==> src/rtl/pipr_pkg.sv <==
`default_nettype none
package pipr_pkg;

  // Register bus widths.
  localparam int ADDR_W  = 5;
  localparam int DATA_W  = 8;
  localparam int NUM_SEL = 19;
  localparam int CODE_W  = 5;

  // Pin code layout: port in bits 4:3, pin index in bits 2:0.
  localparam int CODE_PORT_MSB = 4;
  localparam int CODE_PORT_LSB = 3;
  localparam int CODE_PIN_MSB  = 2;

  localparam logic [1:0] PORT_A = 2'h0;
  localparam logic [1:0] PORT_B = 2'h1;
  localparam logic [1:0] PORT_C = 2'h2;

  // Permitted-port mask bits, one per port.
  localparam int OK_A = 0;
  localparam int OK_B = 1;
  localparam int OK_C = 2;

  // Register offsets; for the selection registers the offset is also the input index.
  localparam logic [4:0] OFS_EDGE_IRQ      = 5'h00;
  localparam logic [4:0] OFS_TIMER0_CLOCK  = 5'h01;
  localparam logic [4:0] OFS_TIMER1_CLOCK  = 5'h02;
  localparam logic [4:0] OFS_TIMER1_GATE   = 5'h03;
  localparam logic [4:0] OFS_TIMER2_EXT    = 5'h04;
  localparam logic [4:0] OFS_TIMER3_CLOCK  = 5'h05;
  localparam logic [4:0] OFS_TIMER3_GATE   = 5'h06;
  localparam logic [4:0] OFS_TIMER4_EXT    = 5'h07;
  localparam logic [4:0] OFS_TIMER5_CLOCK  = 5'h08;
  localparam logic [4:0] OFS_TIMER5_GATE   = 5'h09;
  localparam logic [4:0] OFS_TIMER6_EXT    = 5'h0a;
  localparam logic [4:0] OFS_MOD_CARR_LOW  = 5'h0b;
  localparam logic [4:0] OFS_MOD_CARR_HIGH = 5'h0c;
  localparam logic [4:0] OFS_MOD_SOURCE    = 5'h0d;
  localparam logic [4:0] OFS_CAPTURE1      = 5'h0e;
  localparam logic [4:0] OFS_CAPTURE2      = 5'h0f;
  localparam logic [4:0] OFS_CAPTURE3      = 5'h10;
  localparam logic [4:0] OFS_CAPTURE4      = 5'h11;
  localparam logic [4:0] OFS_WAVEFORM_GEN1 = 5'h12;
  localparam logic [4:0] OFS_PORT_A_LEVEL  = 5'h14;
  localparam logic [4:0] OFS_PORT_B_LEVEL  = 5'h15;
  localparam logic [4:0] OFS_PORT_C_LEVEL  = 5'h16;

  // Reset codes, index 18 first.
  localparam logic [NUM_SEL-1:0][CODE_W-1:0] RST_CODE = {
    5'h02, 5'h04, 5'h02, 5'h13, 5'h15, 5'h01, 5'h15, 5'h12, 5'h12, 5'h13,
    5'h10, 5'h11, 5'h14, 5'h15, 5'h05, 5'h04, 5'h05, 5'h02, 5'h02};

  // Permitted ports {C,B,A}, index 18 first.
  localparam logic [NUM_SEL-1:0][2:0] PORT_OK = {
    3'h6, 3'h6, 3'h6, 3'h6, 3'h6, 3'h5, 3'h5, 3'h5, 3'h6, 3'h6,
    3'h5, 3'h6, 3'h5, 3'h6, 3'h5, 3'h6, 3'h5, 3'h3, 3'h3};

  // Bonded pins per package variant.
  localparam logic [7:0] PINS_A        = 8'h3f;
  localparam logic [7:0] PINS_B_WIDE   = 8'hf0;
  localparam logic [7:0] PINS_B_NARROW = 8'h00;
  localparam logic [7:0] PINS_C_WIDE   = 8'hff;
  localparam logic [7:0] PINS_C_NARROW = 8'h3f;

  typedef struct packed {
    logic [7:0] port_c;
    logic [7:0] port_b;
    logic [7:0] port_a;
  } pipr_pins_t;

endpackage : pipr_pkg
`default_nettype wire

==> src/rtl/pipr_sel_reg.sv <==
`default_nettype none
module pipr_sel_reg #(
  parameter logic [4:0] RST_VAL = 5'h00
) (
  input  wire logic       i_clk,
  input  wire logic       i_rst_b,
  input  wire logic       i_we,
  input  wire logic [4:0] i_wdata,
  output logic      [4:0] o_code
);

  // Holds one selection code; reset loads the input's own default.
  always_ff @(posedge i_clk or negedge i_rst_b) begin
    if (!i_rst_b) begin
      o_code <= RST_VAL;
    end else if (i_we) begin
      o_code <= i_wdata;
    end
  end

endmodule : pipr_sel_reg
`default_nettype wire

==> src/rtl/pipr_route.sv <==
`default_nettype none
module pipr_route #(
  parameter logic [2:0] PORT_OK = 3'h7
) (
  input  wire logic                 i_clk,
  input  wire logic                 i_rst_b,
  input  wire logic [4:0]           i_code,
  input  wire pipr_pkg::pipr_pins_t i_pins,
  output logic                      o_level
);

  logic [1:0] port;
  logic [2:0] pin_idx;
  logic       level_nxt;

  // Decodes the shared code set and gates off ports not offered here.
  always_comb begin
    port    = i_code[pipr_pkg::CODE_PORT_MSB:pipr_pkg::CODE_PORT_LSB];
    pin_idx = i_code[pipr_pkg::CODE_PIN_MSB:0];
    case (port)
      pipr_pkg::PORT_A: begin
        level_nxt = PORT_OK[pipr_pkg::OK_A] & i_pins.port_a[pin_idx];
      end
      pipr_pkg::PORT_B: begin
        level_nxt = PORT_OK[pipr_pkg::OK_B] & i_pins.port_b[pin_idx];
      end
      pipr_pkg::PORT_C: begin
        level_nxt = PORT_OK[pipr_pkg::OK_C] & i_pins.port_c[pin_idx];
      end
      default: begin
        level_nxt = 1'b0;
      end
    endcase
  end

  always_ff @(posedge i_clk or negedge i_rst_b) begin
    if (!i_rst_b) begin
      o_level <= 1'b0;
    end else begin
      o_level <= level_nxt;
    end
  end

endmodule : pipr_route
`default_nettype wire

==> src/rtl/pipr_top.sv <==
// Notes on behaviour
// Only digital pin levels are routed from pins to peripheral inputs.
// Analog pin functions bypass the routing and stay tied to their own pins.
// Input routing is independent of any output routing and does not disturb it.
// Each peripheral input owns one selection register whose low five bits pick its pin.
// Every selection register decodes the same pin code set in the same way.
// A selected pin is delivered only if its port is offered to that input, else zero.
// Any number of inputs may select one pin and all see its level together.
// Port reads return the true pin level whatever the routing.
// Software clears a pin's analog select bit before using it as a routed digital input.
// Codes carry the port in bits 4:3 (A=0, B=1, C=2) and the pin index in bits 2:0.
// After reset each selection register holds its own default code for both package sizes.
//
// Implementation choices: the register addresses and the strobed register port.
`default_nettype none
module pipr_top #(
  parameter bit WIDE_PKG = 1'b1
) (
  input  wire logic                                   i_clk,
  input  wire logic                                   i_rst_b,
  input  wire logic [pipr_pkg::ADDR_W-1:0]            i_addr,
  input  wire logic [pipr_pkg::DATA_W-1:0]            i_wdata,
  input  wire logic                                   i_we,
  input  wire logic                                   i_re,
  output logic      [pipr_pkg::DATA_W-1:0]            o_rdata,
  input  wire pipr_pkg::pipr_pins_t                   i_pins,
  input  wire pipr_pkg::pipr_pins_t                   i_analog_sel,
  output pipr_pkg::pipr_pins_t                        o_port_level,
  output pipr_pkg::pipr_pins_t                        o_analog_pins,
  output logic      [pipr_pkg::NUM_SEL-1:0]           o_periph_in
);

  localparam int NSEL = pipr_pkg::NUM_SEL;

  logic [NSEL-1:0][pipr_pkg::CODE_W-1:0] sel_code;
  logic [NSEL-1:0]                       sel_we;
  pipr_pkg::pipr_pins_t                  pins_present;
  pipr_pkg::pipr_pins_t                  digital_pins;
  pipr_pkg::pipr_pins_t                  port_level_r;
  logic [pipr_pkg::DATA_W-1:0]           rdata_nxt;
  logic [pipr_pkg::DATA_W-1:0]           rdata_r;
  logic                                  sel_hit;

  ////////////////////////////////////////////////////////////////////////////
  // Pin conditioning.

  // Only pins bonded in the chosen package exist; others read as zero.
  always_comb begin
    pins_present.port_a = pipr_pkg::PINS_A;
    if (WIDE_PKG) begin
      pins_present.port_b = pipr_pkg::PINS_B_WIDE;
      pins_present.port_c = pipr_pkg::PINS_C_WIDE;
    end else begin
      pins_present.port_b = pipr_pkg::PINS_B_NARROW;
      pins_present.port_c = pipr_pkg::PINS_C_NARROW;
    end
  end

  // An analog select bit turns off the digital input buffer of its pin.
  assign digital_pins = i_pins & ~i_analog_sel & pins_present;

  // Analog functions see the raw pins, untouched by any selection code.
  assign o_analog_pins = i_pins;

  ////////////////////////////////////////////////////////////////////////////
  // Port level readback.

  // Port level follows the pin alone; no selection register feeds it.
  always_ff @(posedge i_clk or negedge i_rst_b) begin
    if (!i_rst_b) begin
      port_level_r <= '0;
    end else begin
      port_level_r <= digital_pins;
    end
  end

  assign o_port_level = port_level_r;

  ////////////////////////////////////////////////////////////////////////////
  // Selection registers and routing.

  // Writes above the last selection register never touch a code.
  assign sel_hit = (i_addr < pipr_pkg::ADDR_W'(NSEL));

  generate
    for (genvar g = 0; g < NSEL; g++) begin : g_sel
      assign sel_we[g] = i_we && (i_addr == pipr_pkg::ADDR_W'(g));

      pipr_sel_reg #(
        .RST_VAL (pipr_pkg::RST_CODE[g])
      ) u_reg (
        .i_clk   (i_clk),
        .i_rst_b (i_rst_b),
        .i_we    (sel_we[g]),
        .i_wdata (i_wdata[pipr_pkg::CODE_W-1:0]),
        .o_code  (sel_code[g])
      );

      // Each input has its own decoder fed by the shared pin set.
      pipr_route #(
        .PORT_OK (pipr_pkg::PORT_OK[g])
      ) u_route (
        .i_clk   (i_clk),
        .i_rst_b (i_rst_b),
        .i_code  (sel_code[g]),
        .i_pins  (digital_pins),
        .o_level (o_periph_in[g])
      );
    end
  endgenerate

  ////////////////////////////////////////////////////////////////////////////
  // Register read port.

  // Codes read back in the low five bits, the upper bits as zero.
  always_comb begin
    rdata_nxt = '0;
    if (sel_hit) begin
      rdata_nxt = {3'h0, sel_code[i_addr]};
    end else begin
      case (i_addr)
        pipr_pkg::OFS_PORT_A_LEVEL: begin
          rdata_nxt = port_level_r.port_a;
        end
        pipr_pkg::OFS_PORT_B_LEVEL: begin
          rdata_nxt = port_level_r.port_b;
        end
        pipr_pkg::OFS_PORT_C_LEVEL: begin
          rdata_nxt = port_level_r.port_c;
        end
        default: begin
          rdata_nxt = '0;
        end
      endcase
    end
  end

  // Read data stands only in the cycle after the read strobe.
  always_ff @(posedge i_clk or negedge i_rst_b) begin
    if (!i_rst_b) begin
      rdata_r <= '0;
    end else if (i_re) begin
      rdata_r <= rdata_nxt;
    end else begin
      rdata_r <= '0;
    end
  end

  assign o_rdata = rdata_r;

  logic [1:0] chk_port0;
  logic [2:0] chk_pin0;
  logic       chk_lvl0;

  // Reference level for input 0 from the raw pins and analog selects.
  always_comb begin
    chk_port0 = sel_code[0][pipr_pkg::CODE_PORT_MSB:pipr_pkg::CODE_PORT_LSB];
    chk_pin0  = sel_code[0][pipr_pkg::CODE_PIN_MSB:0];
    case (chk_port0)
      pipr_pkg::PORT_A: begin
        chk_lvl0 = i_pins.port_a[chk_pin0] & ~i_analog_sel.port_a[chk_pin0]
                 & pins_present.port_a[chk_pin0];
      end
      pipr_pkg::PORT_B: begin
        chk_lvl0 = i_pins.port_b[chk_pin0] & ~i_analog_sel.port_b[chk_pin0]
                 & pins_present.port_b[chk_pin0];
      end
      default: begin
        chk_lvl0 = 1'b0;
      end
    endcase
  end
endmodule : pipr_top
`default_nettype wire

==> config.mk <==
export PLATFORM = sky130hd
export DESIGN_NAME = pipr_top
export DESIGN_NICKNAME = d
export VERILOG_FILES = /design/src/rtl/pipr_pkg.sv /design/src/rtl/pipr_sel_reg.sv /design/src/rtl/pipr_route.sv /design/src/rtl/pipr_top.sv
export SDC_FILE = /design/constraint.sdc
export NUM_CORES = 1
export LEC_CHECK = 0
export BUFFER_PORTS_ARGS = -buffer_cell sky130_fd_sc_hd__buf_2
export CORE_AREA = 2 2 130 132
export CTS_CLUSTER_SIZE = 25
export DETAILED_ROUTE_END_ITERATION = 10
export DIE_AREA = 0 0 132 134
export PLACE_DENSITY = 0.83
export SLEW_MARGIN = 20
export SYNTH_ARGS = -nofsm -noshare
export SYNTH_HDL_FRONTEND = slang
export SYNTH_SLANG_ARGS = --single-unit
==> constraint.sdc <==
create_clock -name i_clk -period 4 [get_ports i_clk]
set_input_delay 0.2 -clock i_clk [delete_from_list [all_inputs] [get_ports i_clk]]
set_output_delay 0.2 -clock i_clk [all_outputs]
set_load 0.1 [all_outputs]
==> out/metrics.csv, run 1 <==
metric,value,unit
fmax,480.5,MHz
initial_core_util,53.71,%
cts_buffer_depth,2,
p_leak,4.252,nW
timing.final.crit_share,52.03,%
cp-end-kind,flip-flop,
avgSynthCellArea,12.61,um2
cts_resized,0,
worstMarginPinSlew,1.118,ns
arrival,2.40,ns
grt_pass1_wl,36130,um
numCtsBuffers,17,
portBuffers,112,
die_w,132,um
dieArea,0.01769,mm2
status,"finished, final reports clean",
drt_iter0_markers,794,
syn2layout_area_growth,10.57,%
yosys_warnings,0,
drive_above_1_share,48.15,%
cts_root_buf,clkbuf_16,
io_pins,140,
ys_types,52,
grt_max_degree,108,
maxSlewViolCount,0,
setup-violations-final,0,
antenna_found_initial,0,
clock_skew,0.009115,ns
ys_ff_latch,140,
synth-edff-count,0,
dr.pass1.iters,5,
grt-ovfl-total,0,
whs,0.1288,ns
cp-start-kind,input pin,
finalWirelength,23330,um
rsz0062_at_grt,no,
hold_viol_final,0,
multi_input_area,0.004508,mm2
nets,828,
cts_tree,yes,
cp_max_fo,27,
core_area,0.01629,mm2
drc,0,
max_slew_margin,25.14,%
yosysSeqAreaShare,40.55,%
htreeDepth,4,
cts_setup_buffers,0,
power_density,520.3,mW/mm2
grt_pass1_vias,6371,
crit_type,input pin to flip-flop,
place_congestion,0.8855,
hold_class,input pin to flip-flop,
fin_crit,2.081,ns
row_count,47,
viasPerCell,6.559,
synth-async-reset-ratio,100.0,%
grtUsageTotal,27.26,%
ir_drop,0.3515,mV
maxCapViolCount,0,
fillers,1269,
min_path_cells,2,
synth_top_flop_cell,dfrtp_1,
tns,0,ns
cts_sinks,140,
ff_latch_area,0.003547,mm2
crit_required,4.32,ns
rr_worst_depth,4,
wire_per_inst,23.90,um
clock_latency,0.44,ns
vias,6402,
die_h,134,um
cts.clk_slew.worst_paths,0.06,ns
synth_area,0.008748,mm2
ant_nets,0,
antenna_cells,0,
syn_inst,694,
hpwl,15030,um
==> per-layer routing <==
layer | vias to the layer above | track usage (%) | part of all wire (%)
li1 | 2639 | - | -
met1 | 3163 | 35.81 | 38
met2 | 497 | 41.72 | 45
met3 | 103 | 6.765 | 12
met4 | 0 | 15.52 | 4.8
met5 | - | 0 | 0
==> timing repair <==
| action | CTS | global route |
|---|---|---|
| endpoints found under the hold margin | 73 | 0 |
| setup endpoints to repair | 0 | 0 |
| hold buffers | 1 | 0 |
==> where the power goes <==
group,switching [mW],total [mW],internal [mW]
clock,0.633,1.48,0.850
sequential,0.307,2.02,1.71
combinational,0.922,1.53,0.608
total,1.86,5.03,3.17
==> final timing paths <==
kind                                           from                        end  slack, ns
max                                       i_addr[0]  g_sel[13].u_reg.o_code[4]       1.92
max in group asynchronous                   i_rst_b  g_sel[18].u_reg.o_code[1]       2.53
min reg2reg                g_sel[4].u_reg.o_code[3]   g_sel[4].u_route.o_level       0.50
min                                 i_analog_sel[1]            o_port_level[1]       0.13
max reg2reg                g_sel[8].u_reg.o_code[0]                 o_rdata[0]       2.10
min in group asynchronous                   i_rst_b   g_sel[0].u_route.o_level       0.44
==> kinds of logic (layout without fill, tap and decap cells) <==
group                      after synthesis  count (layout)  synth area share (%)
other                                    1               6               0.04287
and+or+nand+nor                        138             138                 8.467
buffers and inverters                  136             193                 8.367
adders and majority gates               20              20                 2.860
AOI/OAI and AO/OA                       71              71                 6.336
DFF                                    140             140                 40.55
muxes                                  188             188                 33.38
==> per-stage QoR <==
| stage | area [um2] | worst slack, ns | std cells | power [mW] | utilization [%] |
|---|---|---|---|---|---|
| CTS | 9673 | 2.008 | 976 | 5.033 | 59.38 |
| finish | 9673 | 1.919 | 976 | 5.033 | 59.38 |
| global placement | 9111 | 1.639 | 943 | 3.484 | 55.93 |
| detailed placement | 9111 | 1.615 | 943 | 3.542 | 55.93 |
| global route | 9673 | 1.843 | 976 | 5.221 | 59.38 |
| floorplan | 8767 | 2.234 | 699 | 3.265 | - |
==> critical path, cell delays in order <==
cell and delay (ns):
buf_2 0.58, buf_4 0.37, nand2b_4 0.12, nor3_1 0.70, mux2_2 0.41
==> registers in the layout, summed over array words and instances (netlist names) <==
register               cells
o_rdata                    8
o_port_level              18
g_sel.u_reg.o_code        95
g_sel.u_route.o_level     19
==> cell usage after synthesis (all sizes together), types with 4 or more instances <==
| master | n | area (um2) |
|---|---|---|
| nor2 | 24 | 90.09 |
| inv | 39 | 146.4 |
| nand3b | 7 | 52.55 |
| a21oi | 5 | 25.02 |
| nor3 | 9 | 50.05 |
| nand2 | 41 | 153.9 |
| a31oi | 5 | 31.28 |
| o22ai | 4 | 25.02 |
| o21ai | 10 | 50.05 |
| mux2i | 24 | 240.2 |
| buf | 64 | 461.7 |
| a311oi | 7 | 61.31 |
| a2111oi | 5 | 62.56 |
| dfrtp | 105 | 2628 |
| a22o | 4 | 35.03 |
| a32oi | 7 | 61.31 |
| ha | 20 | 250.2 |
| a221oi | 7 | 61.31 |
| or3b | 4 | 35.03 |
| dfstp | 35 | 919.6 |
| mux4 | 71 | 1633 |
| clkbuf | 33 | 123.9 |
| nor2b | 29 | 181.4 |
| nand3 | 8 | 40.04 |
| nand2b | 5 | 38.78 |
| mux2 | 93 | 1047 |
==> layout by cell type (no fill, tap or decap), types with 21 or more instances in the layout <==
cell | netlist | routed
inv_1 | 39 | 39
mux2i_1 | 24 | 24
dfrtp_1 | 105 | 105
mux4_2 | 62 | 62
buf_2 | 5 | 111
nor2b_1 | 29 | 21
nor2_1 | 24 | 24
mux2_2 | 93 | 93
dfstp_2 | 35 | 35
nand2_1 | 41 | 41
==> layout make-up <==
class,count,area share (%)
clock buffers,17,4.398
multi-input cells,423,46.60
inverters,39,1.513
flip-flops and latches,140,36.67
clock inverters,15,1.306
repair buffers,122,6.661
well taps,220,2.846
(Power assumes the default switching activity.)
==> run 2, diff against run 1 <==
CORE_AREA = 2 2 133 135   (was 2 2 130 132)
DIE_AREA = 0 0 135 137   (was 0 0 132 134)
clock period = 1.8 ns   (was 4 ns; I/O delays follow)
==> out/metrics.csv, run 2 (same netlist as run 1, synthesis figures left out) <==
metric,value,unit
grt-ovfl-total,0,
cts_buffer_depth,2,
syn2layout_area_growth,17.91,%
power_density,1138,mW/mm2
clock_latency,0.43,ns
cts_tree,yes,
layout.cells.non_filler,1038,
hold_class,input pin to flip-flop,
r2r-end,o_rdata[2],
final_common_cell,buf_2,
fmax,568.6,MHz
finalWirelength,24930,um
min_path_cells,2,
grtUsageTotal,27.87,%
dieArea,0.01850,mm2
hold_end,o_port_level[1],
timing.final.crit_share,97.70,%
final_cell_mix,"buf_2, dfrtp_1, mux2_2",
grt_max_degree,65,
r2r_setup_slack,0.04,ns
worstMarginPinSlew,1.216,ns
status,"finished, final reports clean",
whs,0.03024,ns
finalWorstSetupSlack,0.04144,ns
worst_path_max_delay_cell,mux4_2,
p_sw,4.242,mW
rr_worst_depth,4,
hp-start,i_analog_sel[1],
initial_core_util,51.29,%
fin_total_pwr,11.74,mW
cts.clk_slew.worst_paths,0.06,ns
portBuffers,112,
pwr-share-comb,31.6,%
dpl_cell_area,0.009620,mm2
reg2reg_from,g_sel[8].u_reg.o_code[2],
dp_slack,-0.2403,ns
hpwl,16790,um
setup-violations-final,0,
crit_type,flip-flop to flip-flop,
die_h,137,um
p_leak,4.590,nW
cp-start-kind,flip-flop,
viasPerCell,6.363,
largest_register_ffs,95,
crit_required,2.10,ns
arrival,2.06,ns
io_pins,140,
maxSlewViolCount,0,
antenna_cells,0,
drive_above_1_share,50.55,%
fillers,1294,
clock_skew,0.009071,ns
hold_viol_final,0,
maxCapViolCount,0,
regMostFlops,g_sel.u_reg.o_code,
stdcell_area,0.01031,mm2
nets,886,
ant_nets,0,
power_frac_clock,30.6,%
cp_max_fo,4,
p_int,7.495,mW
place_congestion,0.9368,
cp_slowest_stage_delay,0.49,ns
numCtsBuffers,17,
max_slew_margin,18.75,%
path_cells,mux4_2 -> a22o_1 -> a2111oi_4 -> nor2_1,
antenna_found_initial,0,
wire_per_inst,24.02,um
cts_sinks,140,
vias,6605,
dr.pass1.iters,5,
postLayoutCoreUtil,60.48,%
core_area,0.01706,mm2
tns,0,ns
rsz0062_at_grt,no,
htreeDepth,4,
cp-end-kind,flip-flop,
cts_root_buf,clkbuf_16,
drc,0,
sw_frac_of_total,36.14,%
p_seq_share,37.8,%
fin_crit,1.759,ns
row_count,48,
drt_iter0_markers,676,
grt_pass1_vias,6810,
grt_pass1_wl,38010,um
die_w,135,um
place_inst,1001,
ir_drop,0.7243,mV
## run 2: cell types whose count changed in the layout (fill, tap and decap cells not counted), moves of 2 or more
cell / previous run / this run
buf_4: 9 / 53
buf_12: 0 / 10
nor2b_1: 21 / 29
nor2b_2: 8 / 0
clkinv_2: 6 / 2
dlygate4sd3_1: 1 / 5
a2111oi_2: 3 / 0
a2111oi_4: 0 / 3
bufinv_16: 1 / 3
clkinv_4: 4 / 2
inv_6: 1 / 3
## run 2: power groups by stage
stage / Combinational (mW) / Sequential [mW] / Clock [mW]
final: 3.71 / 4.43 / 3.59
after global routing: 3.90 / 4.50 / 3.76
after CTS: 3.67 / 4.41 / 3.62
after detailed placement: 3.60 / 4.45 / 0
after global placement: 3.50 / 4.42 / 0
after floorplan: 2.82 / 4.43 / 0
## run 2: area by class of cell
| type | count | area (um2) | share of cell area (%) |
|---|---|---|---|
| clock buffers | 18 | 429.2 | 4.161 |
| repair buffers | 180 | 1215 | 11.78 |
| clock inverters | 13 | 166.4 | 1.613 |
| inverters | 39 | 146.4 | 1.419 |
| well taps | 225 | 281.5 | 2.729 |
| multi-input cells | 423 | 4528 | 43.90 |
| flip-flops and latches | 140 | 3548 | 34.40 |
## run 2: how the worst max path moves through the flow
| stage | start | endpoint | cells after the start |
|---|---|---|---|
| 2_1_floorplan | g_sel[4].u_reg.o_code[0] | g_sel[4].u_route.o_level | 4 |
| 5_1_grt | g_sel[8].u_reg.o_code[2] | o_rdata[2] | 4 |
| 4_1_cts | g_sel[9].u_reg.o_code[1] | o_rdata[1] | 4 |
| 3_3_place_gp | i_addr[1] | g_sel[7].u_reg.o_code[1] | 4 |
| 6_report | g_sel[8].u_reg.o_code[2] | o_rdata[2] | 4 |
| 3_5_place_dp | i_pins[12] | g_sel[0].u_route.o_level | 6 |
## run 2: critical path, delay by kind of cell (launching register included)
family / cells / cell delay, ns
and+or+nand+nor: 1 / 0.08
muxes: 1 / 0.49
DFF: 1 / 0.43
AOI/OAI and AO/OA: 2 / 0.62
## run 2: layer usage
layer / part of all wire, % / routed length, um / up-vias / global-route usage [%]
met5: 0 / 0 / - / 0
met4: 4.4 / 1097 / 0 / 13.95
met3: 12 / 2982 / 94 / 7.333
met2: 46 / 11570 / 502 / 44.11
met1: 37 / 9279 / 3256 / 35.75
li1: - / - / 2753 / -
## run 2: timing repair
action | in CTS | in global routing
cloned | 0 | 0
hold buffers | 5 | 0
endpoints found under the hold margin | 45 | 0
buffers inserted | 0 | 1
resized for setup | 3 | 3
pin swaps | 0 | 2
endpoints found under the setup margin | 2 | 4
==> run 3, diff against run 2 <==
CELL_PAD_IN_SITES_DETAIL_PLACEMENT = 1   (was not set)
CELL_PAD_IN_SITES_GLOBAL_PLACEMENT = 1   (was not set)
CORE_AREA = 2 2 148 150   (was 2 2 133 135)
DIE_AREA = 0 0 150 152   (was 0 0 135 137)
==> out/metrics.csv, run 3 (same netlist as run 1, synthesis figures left out) <==
metric,value,unit
clock_skew,0.008803,ns
grt_max_degree,48,
cp_slowest_stage_delay,0.54,ns
cp-end-kind,flip-flop,
dp_slack,-0.1237,ns
setup-violations-final,0,
core_area,0.02135,mm2
portBuffers,112,
drc,0,
crit_buf_inv,0,
rr_worst_depth,4,
crit_required,2.11,ns
r2r_setup_slack,0.08,ns
grt-ovfl-total,0,
status,"finished, final reports clean",
hp-start,i_analog_sel[18],
maxCapViolCount,0,
hold_end,o_port_level[18],
vias,6832,
rsz0062_at_grt,no,
highest-signal-layer,met4,
fmax,581.6,MHz
htreeDepth,4,
final_common_cell,buf_2,
hpwl,19770,um
cts.clk_slew.worst_paths,0.06,ns
m1WireLength,11320,um
regMostFlops,g_sel.u_reg.o_code,
cts_root_buf,clkbuf_16,
die_w,150,um
row_count,54,
viasPerCell,6.194,
fin_total_pwr,11.71,mW
io_pins,140,
worst_path_max_delay_cell,mux4_2,
largest_register_ffs,95,
hold_viol_final,0,
grtUsageTotal,26.85,%
syn2layout_area_growth,18.96,%
dr.pass1.iters,5,
r2r-end,o_rdata[0],
min_path_cells,3,
cts_setup_buffers,0,
crit_type,flip-flop to flip-flop,
worstMarginPinSlew,1.157,ns
finalWorstSetupSlack,0.08057,ns
dpl_cell_area,0.009807,mm2
cts_sinks,140,
grt_pass1_wl,44910,um
cts_tree,yes,
ff_latch_area,0.003547,mm2
clock_latency,0.43,ns
stdcell_area,0.01041,mm2
cts_buffer_depth,2,
nets,893,
fillers,2234,
wire_per_inst,27.26,um
grt_pass1_vias,7391,
p_leak,4.603,nW
reg2reg_from,g_sel[11].u_reg.o_code[0],
path_cells,mux4_2 -> a22o_1 -> a2111oi_2 -> nor2_1,
drt_iter0_markers,620,
final_cell_mix,"buf_2, dfrtp_1, mux2_2",
fin_crit,1.719,ns
arrival,2.03,ns
power_density,1125,mW/mm2
ant_nets,0,
maxSlewViolCount,0,
place_congestion,0.8597,
initial_core_util,40.98,%
dieArea,0.02280,mm2
wl_met3,2792,um
timing.final.crit_share,95.52,%
drive_above_1_share,50.67,%
cp_max_fo,2,
crit_family,compound AO/OA/AOI/OAI gates,
ir_drop,0.5287,mV
hold_class,input pin to flip-flop,
finalWirelength,30070,um
numCtsBuffers,17,
antenna_found_initial,0,
die_h,152,um
max_slew_margin,22.72,%
multi_input_area,0.004496,mm2
cp-start-kind,flip-flop,
wl_met2,14410,um
[run 3: cell count changes in the layout (fill, tap and decap cells not counted), sizes merged]
cell | before | now
buf | 175 | 183
bufinv | 3 | 2
clkbuf | 18 | 23
clkinv | 4 | 5
clkinvlp | 3 | 2
diode | 0 | 2
dlygate4sd3 | 5 | 4
inv | 42 | 39
[run 3: final cells by class]
type / instances / share of cell area, %
tap: 280 / 3.366
timing repair buffer: 187 / 12.64
antenna: 2 / 0.04809
clock buffer: 23 / 4.304
multi-input combinational: 423 / 43.20
clock inverter: 9 / 0.9618
sequential: 140 / 34.08
inverter: 39 / 1.407
[run 3: worst max path at each step]
stage | start | to | cells past startpoint
2_1_floorplan | g_sel[4].u_reg.o_code[0] | g_sel[4].u_route.o_level | 4
4_1_cts | g_sel[8].u_reg.o_code[1] | o_rdata[1] | 4
3_5_place_dp | i_pins[1] | g_sel[13].u_route.o_level | 5
5_1_grt | g_sel[11].u_reg.o_code[0] | o_rdata[0] | 4
6_report | g_sel[11].u_reg.o_code[0] | o_rdata[0] | 4
3_3_place_gp | i_addr[0] | o_rdata[1] | 6
[run 3: layer usage]
layer,up-vias,track usage [%]
li1,2757,-
met1,3509,32.54
met2,442,43.64
met3,124,7.598
met4,0,13.57
met5,-,0
[run 3: power by group]
group          internal, mW  switching (mW)
clock network          2.02            1.37
registers              3.81           0.632
logic                  1.55            2.33
[run 3: through the flow]
stage               utilization, %  hold WS [ns]  setup TNS, ns  std cells
floorplan                        -       -0.2056              0        699
global placement             45.93       0.06177      -0.007437       1065
detailed placement           45.93       0.06469        -0.5354       1065
CTS                          48.67      0.001592              0       1101
global route                 48.72       0.01376              0       1101
finish                       48.75       0.01450              0       1103
[run 3: timing repair]
item                                   4_1_cts  5_1_grt
hold buffers                                 4        0
endpoints found under the hold margin       56        0
pin swaps                                    0        2
resized for setup                            1        4
setup endpoints to repair                    1        4
cloned                                       0        0
[run 3: worst register-to-register path, cell delays in order, from the launching register on]
cell,delay [ns]
dfrtp_1,0.38
mux4_2,0.54
a22o_1,0.27
a2111oi_2,0.34
nor2_1,0.07
